--- config.mk ---
export PLATFORM = sky130hd
export DESIGN_NAME = srfm_top
export DESIGN_NICKNAME = d
export VERILOG_FILES = /design/src/srfm_pkg.sv /design/src/srfm_axil.sv /design/src/srfm_octo.sv /design/src/srfm_top.sv
export SDC_FILE = /design/constraint.sdc
export NUM_CORES = 1
export LEC_CHECK = 0
export ABC_CLOCK_PERIOD_IN_PS = 2200
export BUFFER_PORTS_ARGS = -buffer_cell sky130_fd_sc_hd__buf_2
export CORE_MARGIN = 4
export CORE_UTILIZATION = 25
export DETAILED_ROUTE_END_ITERATION = 16
export PLACE_DENSITY = 0.41
export SKIP_CTS_REPAIR_TIMING = 1
export SYNTH_ARGS = -nofsm -noshare
export SYNTH_HDL_FRONTEND = slang
export SYNTH_HIERARCHICAL = 1
export SYNTH_SLANG_ARGS = --single-unit
--- constraint.sdc ---
create_clock -name aclk -period 2.2 [get_ports aclk]
set_input_delay 0.11 -clock aclk [delete_from_list [all_inputs] [get_ports aclk]]
set_output_delay 0.11 -clock aclk [all_outputs]
set_load 0.01 [all_outputs]
--- src/srfm_pkg.sv ---
// Purpose: Shared constants for the step-down rail fault monitor
// Assumes: 20 MHz aclk, AXI4-Lite register access with 32-bit data
// Notes:   Offsets are byte addresses of aligned words
package srfm_pkg;
  // Clock and timing
  localparam int unsigned CLK_HZ        = 20000000;
  localparam int unsigned OC_TIMEOUT_US = 100;
  localparam int unsigned OC_TIMEOUT_CYC =
    (OC_TIMEOUT_US * (CLK_HZ / 1000000));
  localparam int unsigned SETTLE_US     = 50;
  localparam int unsigned STEP_MV       = 50;

  // Register byte offsets
  localparam logic [7:0] OFS_STATUS = 8'h00;
  localparam logic [7:0] OFS_CLEAR  = 8'h04;
  localparam logic [7:0] OFS_ENABLE = 8'h08;
  localparam logic [7:0] OFS_LIVE   = 8'h0c;
  localparam logic [7:0] OFS_LEVEL  = 8'h10;
  localparam logic [7:0] OFS_LEVEL2 = 8'h14;
  localparam logic [7:0] OFS_CTRL   = 8'h18;

  // Event bit positions in status, clear and enable
  localparam int unsigned EV_OCTO = 0;
  localparam int unsigned EV_OTW  = 1;
  localparam int unsigned EV_TSD  = 2;
  localparam int unsigned EV_N    = 3;

  // Live register bit positions
  localparam int unsigned LV_OTW  = 0;
  localparam int unsigned LV_USED = 1;
  localparam int unsigned LV_CL   = 2;
  localparam int unsigned LV_ON   = 3;

  // Control register bit positions
  localparam int unsigned CT_EN   = 0;
  localparam int unsigned CT_SYNC = 1;

  // Output level code
  localparam int unsigned LVL_W   = 4;
  localparam logic [3:0] LVL_RST  = 4'h7;

  localparam logic [1:0] RESP_OKAY   = 2'b00;
  localparam logic [1:0] RESP_SLVERR = 2'b10;
endpackage : srfm_pkg

--- src/srfm_axil.sv ---
// Purpose: AXI4-Lite slave front end giving simple register strobes
// Assumes: One write and one read outstanding at most
// Notes:   Write address and data taken in either order
`timescale 1ns/10ps
module srfm_axil (
  input  wire logic        aclk,
  input  wire logic        aresetn,
  input  wire logic [7:0]  s_awaddr,
  input  wire logic        s_awvalid,
  output logic             s_awready,
  input  wire logic [31:0] s_wdata,
  input  wire logic [3:0]  s_wstrb,
  input  wire logic        s_wvalid,
  output logic             s_wready,
  output logic [1:0]       s_bresp,
  output logic             s_bvalid,
  input  wire logic        s_bready,
  input  wire logic [7:0]  s_araddr,
  input  wire logic        s_arvalid,
  output logic             s_arready,
  output logic [31:0]      s_rdata,
  output logic [1:0]       s_rresp,
  output logic             s_rvalid,
  input  wire logic        s_rready,
  output logic             wr_stb,
  output logic [7:0]       wr_addr,
  output logic [31:0]      wr_data,
  output logic [3:0]       wr_strb,
  input  wire logic        wr_err,
  output logic             rd_stb,
  output logic [7:0]       rd_addr,
  input  wire logic [31:0] rd_data,
  input  wire logic        rd_err
);
  import srfm_pkg::*;
  logic        aw_reg, aw_next, w_reg, w_next, b_reg, b_next;
  logic        r_reg, r_next;
  logic [7:0]  awa_reg, awa_next;
  logic [31:0] wd_reg, wd_next, rd_reg, rd_next;
  logic [3:0]  ws_reg, ws_next;
  logic [1:0]  br_reg, br_next, rr_reg, rr_next;

  assign s_awready = !aw_reg && !b_reg;
  assign s_wready  = !w_reg && !b_reg;
  assign s_arready = !r_reg;
  assign wr_stb  = aw_reg && w_reg && !b_reg;
  assign wr_addr = awa_reg;
  assign wr_data = wd_reg;
  assign wr_strb = ws_reg;
  assign rd_stb  = s_arvalid && s_arready;
  assign rd_addr = s_araddr;
  assign s_bvalid = b_reg;
  assign s_bresp  = br_reg;
  assign s_rvalid = r_reg;
  assign s_rdata  = rd_reg;
  assign s_rresp  = rr_reg;

  // Channel capture and response state
  always_comb begin
    aw_next = aw_reg; w_next = w_reg; b_next = b_reg; r_next = r_reg;
    awa_next = awa_reg; wd_next = wd_reg; ws_next = ws_reg;
    br_next = br_reg; rd_next = rd_reg;
    rr_next = rr_reg;
    if (s_awvalid && s_awready) begin
      aw_next = 1'b1; awa_next = s_awaddr;
    end
    if (s_wvalid && s_wready) begin
      w_next = 1'b1; wd_next = s_wdata; ws_next = s_wstrb;
    end
    if (wr_stb) begin
      b_next = 1'b1; aw_next = 1'b0; w_next = 1'b0;
      br_next = wr_err ? RESP_SLVERR : RESP_OKAY;
    end
    if (b_reg && s_bready) b_next = 1'b0;
    if (rd_stb) begin
      r_next = 1'b1; rd_next = rd_data;
      rr_next = rd_err ? RESP_SLVERR : RESP_OKAY;
    end else if (r_reg && s_rready) begin
      r_next = 1'b0;
    end
  end

  always_ff @(posedge aclk) begin
    if (!aresetn) begin
      aw_reg <= 1'b0; w_reg <= 1'b0; b_reg <= 1'b0; r_reg <= 1'b0;
      awa_reg <= 8'h00; wd_reg <= 32'h0; ws_reg <= 4'h0;
      br_reg <= 2'b00; rd_reg <= 32'h0;
      rr_reg <= 2'b00;
    end else begin
      aw_reg <= aw_next; w_reg <= w_next; b_reg <= b_next;
      r_reg <= r_next; awa_reg <= awa_next; wd_reg <= wd_next;
      ws_reg <= ws_next; br_reg <= br_next;
      rd_reg <= rd_next; rr_reg <= rr_next;
    end
  end
endmodule : srfm_axil

--- src/srfm_octo.sv ---
// Purpose: Overcurrent persistence timer for the step-down rail
// Assumes: limit_active is synchronous to aclk
// Notes:   Pulses expired once per unbroken limiting run
`timescale 1ns/10ps
module srfm_octo #(
  parameter int unsigned TIMEOUT_CYC = srfm_pkg::OC_TIMEOUT_CYC
) (
  input  wire logic aclk,
  input  wire logic aresetn,
  input  wire logic limit_active,
  output logic      expired
);
  import srfm_pkg::*;
  logic [31:0] cnt_reg, cnt_next;
  logic        fired_reg, fired_next;

  // Count unbroken limiting; any break restarts the run
  always_comb begin
    cnt_next   = cnt_reg;
    fired_next = fired_reg;
    if (!limit_active) begin
      cnt_next   = 32'h0;
      fired_next = 1'b0;
    end else if (cnt_reg < TIMEOUT_CYC) begin
      cnt_next = cnt_reg + 32'h1;
    end else begin
      fired_next = 1'b1;
    end
  end

  always_ff @(posedge aclk) begin
    if (!aresetn) begin
      cnt_reg   <= 32'h0;
      fired_reg <= 1'b0;
    end else begin
      cnt_reg   <= cnt_next;
      fired_reg <= fired_next;
    end
  end

  // One pulse when the run reaches the timeout
  assign expired = limit_active && !fired_reg && (cnt_reg >= TIMEOUT_CYC);
endmodule : srfm_octo

--- src/srfm_top.sv ---
// Purpose: Supervision and control logic of the second step-down rail
// Assumes: Comparator inputs synchronous to aclk, 20 MHz clock
// Notes:   Analog regulation stays outside; this drives gates and target
`timescale 1ns/10ps
module srfm_top #(
  parameter int unsigned TIMEOUT_CYC = srfm_pkg::OC_TIMEOUT_CYC,
  parameter int unsigned LVL_W       = srfm_pkg::LVL_W
) (
  input  wire logic        aclk,
  input  wire logic        aresetn,
  input  wire logic [7:0]  s_awaddr,
  input  wire logic        s_awvalid,
  output logic             s_awready,
  input  wire logic [31:0] s_wdata,
  input  wire logic [3:0]  s_wstrb,
  input  wire logic        s_wvalid,
  output logic             s_wready,
  output logic [1:0]       s_bresp,
  output logic             s_bvalid,
  input  wire logic        s_bready,
  input  wire logic [7:0]  s_araddr,
  input  wire logic        s_arvalid,
  output logic             s_arready,
  output logic [31:0]      s_rdata,
  output logic [1:0]       s_rresp,
  output logic             s_rvalid,
  input  wire logic        s_rready,
  input  wire logic        active_state,
  input  wire logic        start_request,
  input  wire logic        rail_input_detect,
  input  wire logic        period_start,
  input  wire logic        peak_current_hit,
  input  wire logic        low_side_overcurrent,
  input  wire logic        overtemp_warn_cmp,
  input  wire logic        overtemp_shutdown_cmp,
  input  wire logic        sync_clk_internal,
  input  wire logic        sync_clk_external,
  output logic             high_side_on,
  output logic             converter_enabled,
  output logic             switch_clock,
  output logic [LVL_W-1:0] output_level_code,
  output logic             thermal_shutdown_event,
  output logic             irq
);
  import srfm_pkg::*;

  typedef enum logic [1:0] {ST_OFF, ST_DETECT, ST_RUN, ST_TRIPPED}
    srfm_state_t;

  logic              wr_stb, rd_stb, wr_err, rd_err;
  logic [7:0]        wr_addr, rd_addr;
  logic [31:0]       wr_data, rd_data;
  logic [3:0]        wr_strb;
  logic              oc_expired;

  srfm_state_t       st_reg, st_next;
  logic              hs_reg, hs_next;
  logic              skip_reg, skip_next;
  logic              cl_reg, cl_next;
  logic              used_reg, used_next;
  logic              otw_d_reg, otw_d_next;
  logic              tsd_d_reg, tsd_d_next;
  logic              sync_reg, sync_next;
  logic              en_ctl_reg, en_ctl_next;
  logic [EV_N-1:0]   stat_reg, stat_next;
  logic [EV_N-1:0]   ien_reg, ien_next;
  logic [LVL_W-1:0]  lvl_reg, lvl_next;
  logic [LVL_W-1:0]  lvl2_reg, lvl2_next;
  logic [EV_N-1:0]   ev_set, ev_clr;
  logic              tsd_rise;

  srfm_axil u_axil (
    .aclk      (aclk),
    .aresetn   (aresetn),
    .s_awaddr  (s_awaddr),
    .s_awvalid (s_awvalid),
    .s_awready (s_awready),
    .s_wdata   (s_wdata),
    .s_wstrb   (s_wstrb),
    .s_wvalid  (s_wvalid),
    .s_wready  (s_wready),
    .s_bresp   (s_bresp),
    .s_bvalid  (s_bvalid),
    .s_bready  (s_bready),
    .s_araddr  (s_araddr),
    .s_arvalid (s_arvalid),
    .s_arready (s_arready),
    .s_rdata   (s_rdata),
    .s_rresp   (s_rresp),
    .s_rvalid  (s_rvalid),
    .s_rready  (s_rready),
    .wr_stb    (wr_stb),
    .wr_addr   (wr_addr),
    .wr_data   (wr_data),
    .wr_strb   (wr_strb),
    .wr_err    (wr_err),
    .rd_stb    (rd_stb),
    .rd_addr   (rd_addr),
    .rd_data   (rd_data),
    .rd_err    (rd_err)
  );

  // Limiting counts as active while skipping or cut by peak current
  srfm_octo #(.TIMEOUT_CYC(TIMEOUT_CYC)) u_octo (
    .aclk         (aclk),
    .aresetn      (aresetn),
    .limit_active (cl_reg),
    .expired      (oc_expired)
  );

  assign tsd_rise = overtemp_shutdown_cmp && !tsd_d_reg;

  // Events set, software clears; set wins over clear
  always_comb begin
    ev_set          = '0;
    ev_set[EV_OCTO] = oc_expired;
    ev_set[EV_OTW]  = overtemp_warn_cmp && !otw_d_reg;
    ev_set[EV_TSD]  = tsd_rise;
    ev_clr = '0;
    if (wr_stb && wr_addr == OFS_CLEAR && wr_strb[0])
      ev_clr = wr_data[EV_N-1:0];
    stat_next = (stat_reg & ~ev_clr) | ev_set;
  end

  // Rail sequencing: detect before start, trip on overtemperature
  always_comb begin
    st_next   = st_reg;
    used_next = used_reg;
    unique case (st_reg)
      ST_OFF: begin
        if (start_request && en_ctl_reg) st_next = ST_DETECT;
      end
      ST_DETECT: begin
        used_next = rail_input_detect;
        st_next   = rail_input_detect ? ST_RUN : ST_OFF;
      end
      ST_RUN: begin
        if (!en_ctl_reg) st_next = ST_OFF;
      end
      ST_TRIPPED: begin
        if (!overtemp_shutdown_cmp && !en_ctl_reg) st_next = ST_OFF;
      end
    endcase
    if (overtemp_shutdown_cmp && st_reg != ST_OFF)
      st_next = ST_TRIPPED;
  end

  // High-side gate per switching period with blanking
  always_comb begin
    hs_next   = hs_reg;
    skip_next = skip_reg;
    cl_next   = cl_reg;
    if (st_reg != ST_RUN || overtemp_shutdown_cmp) begin
      hs_next   = 1'b0;
      skip_next = 1'b0;
      cl_next   = 1'b0;
    end else if (period_start) begin
      skip_next = low_side_overcurrent;
      hs_next   = !low_side_overcurrent;
      cl_next   = low_side_overcurrent || (cl_reg && (skip_reg || !hs_reg));
    end else if (peak_current_hit && hs_reg) begin
      hs_next = 1'b0;
      cl_next = 1'b1;
    end
  end

  // Host registers: enables, control and level codes
  always_comb begin
    ien_next    = ien_reg;
    en_ctl_next = en_ctl_reg;
    sync_next   = sync_reg;
    lvl_next    = lvl_reg;
    lvl2_next   = lvl2_reg;
    wr_err      = 1'b0;
    if (wr_stb && wr_strb[0]) begin
      unique case (wr_addr)
        OFS_ENABLE: ien_next = wr_data[EV_N-1:0];
        OFS_CTRL: begin
          en_ctl_next = wr_data[CT_EN];
          sync_next   = wr_data[CT_SYNC];
        end
        OFS_LEVEL:  if (active_state) lvl_next  = wr_data[LVL_W-1:0];
        OFS_LEVEL2: if (active_state) lvl2_next = wr_data[LVL_W-1:0];
        OFS_CLEAR, OFS_STATUS, OFS_LIVE: ;
        default: wr_err = 1'b1;
      endcase
    end
  end

  // Read multiplexer; unmapped addresses answer with an error
  always_comb begin
    rd_data = 32'h0;
    rd_err  = 1'b0;
    unique case (rd_addr)
      OFS_STATUS: rd_data[EV_N-1:0] = stat_reg;
      OFS_CLEAR:  rd_data = 32'h0;
      OFS_ENABLE: rd_data[EV_N-1:0] = ien_reg;
      OFS_LIVE: begin
        rd_data[LV_OTW]  = overtemp_warn_cmp;
        rd_data[LV_USED] = used_reg;
        rd_data[LV_CL]   = cl_reg;
        rd_data[LV_ON]   = (st_reg == ST_RUN);
      end
      OFS_LEVEL:  rd_data[LVL_W-1:0] = lvl_reg;
      OFS_LEVEL2: rd_data[LVL_W-1:0] = lvl2_reg;
      OFS_CTRL: begin
        rd_data[CT_EN]   = en_ctl_reg;
        rd_data[CT_SYNC] = sync_reg;
      end
      default: rd_err = 1'b1;
    endcase
  end

  assign otw_d_next = overtemp_warn_cmp;
  assign tsd_d_next = overtemp_shutdown_cmp;

  always_ff @(posedge aclk) begin
    if (!aresetn) begin
      st_reg     <= ST_OFF;
      hs_reg     <= 1'b0;
      skip_reg   <= 1'b0;
      cl_reg     <= 1'b0;
      used_reg   <= 1'b0;
      otw_d_reg  <= 1'b0;
      tsd_d_reg  <= 1'b0;
      sync_reg   <= 1'b0;
      en_ctl_reg <= 1'b1;
      stat_reg   <= '0;
      ien_reg    <= '0;
      lvl_reg    <= LVL_RST[LVL_W-1:0];
      lvl2_reg   <= LVL_RST[LVL_W-1:0];
    end else begin
      st_reg     <= st_next;
      hs_reg     <= hs_next;
      skip_reg   <= skip_next;
      cl_reg     <= cl_next;
      used_reg   <= used_next;
      otw_d_reg  <= otw_d_next;
      tsd_d_reg  <= tsd_d_next;
      sync_reg   <= sync_next;
      en_ctl_reg <= en_ctl_next;
      stat_reg   <= stat_next;
      ien_reg    <= ien_next;
      lvl_reg    <= lvl_next;
      lvl2_reg   <= lvl2_next;
    end
  end

  // Outputs; sync select is a plain mux, glitch on change is accepted
  assign high_side_on           = hs_reg;
  assign converter_enabled      = (st_reg == ST_RUN);
  assign output_level_code      = lvl_reg;
  assign switch_clock           = sync_reg ? sync_clk_external
                                           : sync_clk_internal;
  assign thermal_shutdown_event = tsd_rise;
  assign irq                    = |(stat_reg & ien_reg);
endmodule : srfm_top
# Word-level counts from Yosys, hierarchy flattened
# Index checks and enable logic that the tools add are counted.
dict set report totals {
  input_bits 69
  word_cells 126
  out_inout_bits 50
  reg_bits 82
}
dict set report op_classes {
  n_addsub 1
  bitwise_logic 5
  n_lt_le_gt_ge 2
  muxes 21
  reduce_logical 53
  n_eq_ne 19
}
# op count
set op_table {}
lappend op_table {{8-bit by 5-bit == test with 1-bit output (second input constant)} 6}
lappend op_table {{32-bit by 1-bit adder with 32-bit output (second input constant)} 1}
lappend op_table {{8-bit by 4-bit == test with 1-bit output (second input constant)} 4}
lappend op_table {{32-bit by 11-bit >= comparator with 1-bit output (second input constant)} 1}
lappend op_table {{32-bit by 11-bit < comparator with 1-bit output (second input constant)} 1}
lappend op_table {{1-bit logical AND} 21}
lappend op_table {{8-bit by 3-bit == test with 1-bit output (second input constant)} 2}
lappend op_table {{8-bit logical NOT} 2}
lappend op_table {{2-bit 2-to-1 mux} 7}
lappend op_table {{7-bit OR reduction} 2}
lappend op_table {{2-bit case mux with 6 select lines} 1}
lappend op_table {{1-bit logical NOT} 11}
lappend op_table {{1-bit 2-to-1 mux} 9}
lappend op_table {{3-bit AND reduction} 3}
lappend op_table {{2-bit case mux with 4 select lines} 1}
lappend op_table {{3-bit AND} 2}
lappend op_table {{3-bit != test (second input constant)} 2}
lappend op_table {{2-bit AND reduction} 3}
lappend op_table {{2-bit nonzero test} 3}
lappend op_table {{2-bit OR reduction} 3}
lappend op_table {{1-bit case mux with 5 select lines} 1}
lappend op_table {{2-bit == test (second input constant)} 2}
lappend op_table {{1-bit logical OR} 3}
lappend op_table {{3-bit 2-to-1 mux} 1}
lappend op_table {{9 further kinds} 9}

# Logic depth before layout (Yosys ltp)
dict set report logic_depth {
  ltp_word 8
  mapped_depth 8
  ltp_nobuf 6
}

# By module
# Netlist, hierarchy kept.
# mod cells_each area_per_inst_um2 n_inst seq_area_each_um2
set modules_own_cells {}
lappend modules_own_cells {srfm_axil 376 3135.5 1 1641.6}
lappend modules_own_cells {srfm_octo 136 1377.6 1 660.6}
lappend modules_own_cells {srfm_top 148 1246.2 1 480.5}

# Worst setup path before layout
# No wires, ideal clock.
dict set report synth_path {
  path_type {reg-to-reg}
  startpoint {reg u_axil.awa_reg[5], in the netlist u_axil/wr_addr[5]}
  endpoint {reg lvl_reg[0], in the netlist output_level_code[0]}
  n_path_buf 1
  required_ns 2.071
  synth_period_minus_slack_ns 1.821
  t_arrival_ns 1.692
  stages_incl_launch_ff 6
  setup_time_ns 0.129
  setup_slack_ns 0.379
  path_cell_list {dfxtp_1 > or4b_4 > or4_1 > buf_2 > mux2i_1 > nand2_1}
}
dict set report synth_via {
  elab_chain_len 2
}
# element line
set synth_rtl {}
lappend synth_rtl {{start: declaration} srfm_axil.sv:38} ;# logic [7:0] awa_reg, awa_next;
lappend synth_rtl {{start signal: assignment} srfm_axil.sv:91} ;# r_reg <= r_next; awa_reg <= awa_next; wd_reg <= wd_next;
lappend synth_rtl {{8-bit by 5-bit == test with 1-bit output} srfm_top.sv:176} ;# unique case (wr_addr)
lappend synth_rtl {{3-bit AND reduction (no source line)} --}
lappend synth_rtl {{end signal: assignment} srfm_top.sv:230} ;# lvl_reg <= LVL_RST[LVL_W-1:0];
lappend synth_rtl {{end signal: assignment} srfm_top.sv:244} ;# lvl_reg <= lvl_next;
lappend synth_rtl {{end: declaration} srfm_top.sv:67} ;# logic [LVL_W-1:0] lvl_reg, lvl_next;
# No other way between the ends.
# A chain may end at the register's enable or synchronous reset.

# Final worst setup path
dict set report layout_path {
  startpoint {reg u_axil.awa_reg[5], in the netlist u_axil/wr_addr[5]}
  endpoint {reg lvl_reg[1], in the netlist output_level_code[1]}
}
# The elaborated chain is that of the path after synthesis.

==> metrics.txt <==
status=finished with violations; failing checks=negative hold slack; Fin Clk Skew=9.03 ps; launching point of the worst reg2reg path=u_axil/wr_addr[5]$_SDFFE_PN0P_; CP max stage delay=670 ps; crit share post-route=88.6%; Final Hold Fails=4; grt ovf=0; GRT busiest layer=met2; syn avg cell area=8.78 sq um; WP data arrival=2180 ps; largest net degree at the start of global routing=65; Max Slew Vio Count=0; dpl cell area=5330 sq um; total power draw=3.99 mW; vias per cell=4.39; Worst Path Max Fanout=5; Worst Hold Class=primary input to register; Largest delay share family, worst path=simple AND/OR/NAND/NOR gates; io pins=119; first-pass GRT wire length=18000 microns; WP buf/inv=0; hold depth=3; vias in the first global route=3609; htree depth=3; Initial DRT Pass Iterations=4; CTS Sinks=108; WHS=-17.9 ps; yosys warns=6; Slew @ Worst Pin=614 ps; routability congestion estimate=0.773; Worst-Skew Late Latency=350 ps; layout cells sized above 1=20.7%; P per Cell Area=700 nW/um^2; CP Class=register to register; Die Height=145 microns; DRC=0; Synth Cell Area=4670 sq um; die width=145 microns; Worst path slowest cell=or4_1; setup TNS=0 ps; # rows=49; Reg2Reg Capture Point=output_level_code[1]$_SDFFE_PN1P_; DR iter-0 viols=211; crit end category=register; hold endpoint=u_axil/wr_data[1]$_SDFFE_PN0P_; routed vias=3785; normalized max-slew margin=59.0%; post-synthesis cell count=532; fin area=5700 sq um; CTS max path bufs=2; clk root buf=clkbuf_16; final net count=699; unrepaired setup endpoints after global routing=no; crit path launch type=register; logic depth of the worst register-to-register path=4; CTS tree=yes; Max Cap Violations=0; met1 Use GR=13.6%; required time worst endpoint=2430 ps; Filler cells=1932; Layout area overhead=22.0%; Routed Antenna Nets=0; reg-to-reg setup timing slack=250 ps; min-delay src=s_wdata[1]; routed length per instance=12.8 microns; most frequent cells in the layout=nand2_1 (114), dfxtp_1 (108), buf_2 (85); M3 GR Usage=4.04%; Tot GR Track Use=10.9%; CP cell instances=or4b_4 -> or4_1 -> mux2i_1 -> nand2_1; PortBufs=85; achievable clock frequency=0.513 GHz; Peak VDD IR=0.332 mV; placeable core area=18100 sq um; Setup-failing EPs final=0; Worst-path clk slew=80 ps; HPWL Detailed=8000 microns; Initial Util=25.8%; initial antenna violation count=0; most common cell after layout, fill and taps aside=nand2_1; Post-Route WL=11100 microns; Inserted Clock Buffers=9; met2 Use GR=17.6%; Tmin final=1950 ps; Leakage Power=2.40 nW; area of the die=20900 sq um
-- worst max-delay path by stage --
stage	startpoint	to	slack, ps	cells after the start
2_1_floorplan	u_axil/wr_addr[5]$_SDFFE_PN0P_	output_level_code[0]$_SDFFE_PN1P_	380	5
3_3_place_gp	u_axil/wr_addr[5]$_SDFFE_PN0P_	output_level_code[1]$_SDFFE_PN1P_	270	4
3_5_place_dp	u_axil/wr_addr[5]$_SDFFE_PN0P_	output_level_code[1]$_SDFFE_PN1P_	270	4
4_1_cts	u_axil/wr_addr[5]$_SDFFE_PN0P_	output_level_code[0]$_SDFFE_PN1P_	250	4
5_1_grt	u_axil/wr_addr[5]$_SDFFE_PN0P_	output_level_code[2]$_SDFFE_PN1P_	160	4
6_report	u_axil/wr_addr[5]$_SDFFE_PN0P_	output_level_code[1]$_SDFFE_PN1P_	250	4
-- routing by layer --
layer / vias up / wire length [microns]
li1: 1977 / -
met1: 1734 / 5060
met2: 68 / 5250
met3: 6 / 629
met4: 0 / 126
met5: - / 0
-- metrics by stage --
stage	setup slack, ps	util, %	std cells
global placement	270	29.4	837
detailed placement	269	29.4	837
floorplan	379	-	560
finish	251	31.4	863
CTS	249	30.9	853
global route	155	31.4	862
-- area by class of cell --
class                      instances  area, sq um  share of cell area, %
sequential                       108         2160                   37.9
clock inverter                     6         51.3                  0.900
tap                              229          287                   5.03
timing repair buffer             105          611                   10.7
multi-input combinational        395         2330                   40.8
antenna                            1         2.50                 0.0439
inverter                           9         33.8                  0.592
clock buffer                      10          229                   4.02
-- worst min-delay path, delay by kind of cell --
| kind | cells | cell delay (ps) |
|---|---|---|
| simple gates | 1 | 50 |
| buf+inv | 1 | 80 |
| compound gates | 1 | 60 |
-- power breakdown --
part           internal [mW]  switching [mW]  total, mW
sequential              2.02          0.0543       2.07
clock                  0.792           0.764       1.56
combinational          0.159           0.203      0.362
No activity file was read; power rests on OpenSTA's default activity.
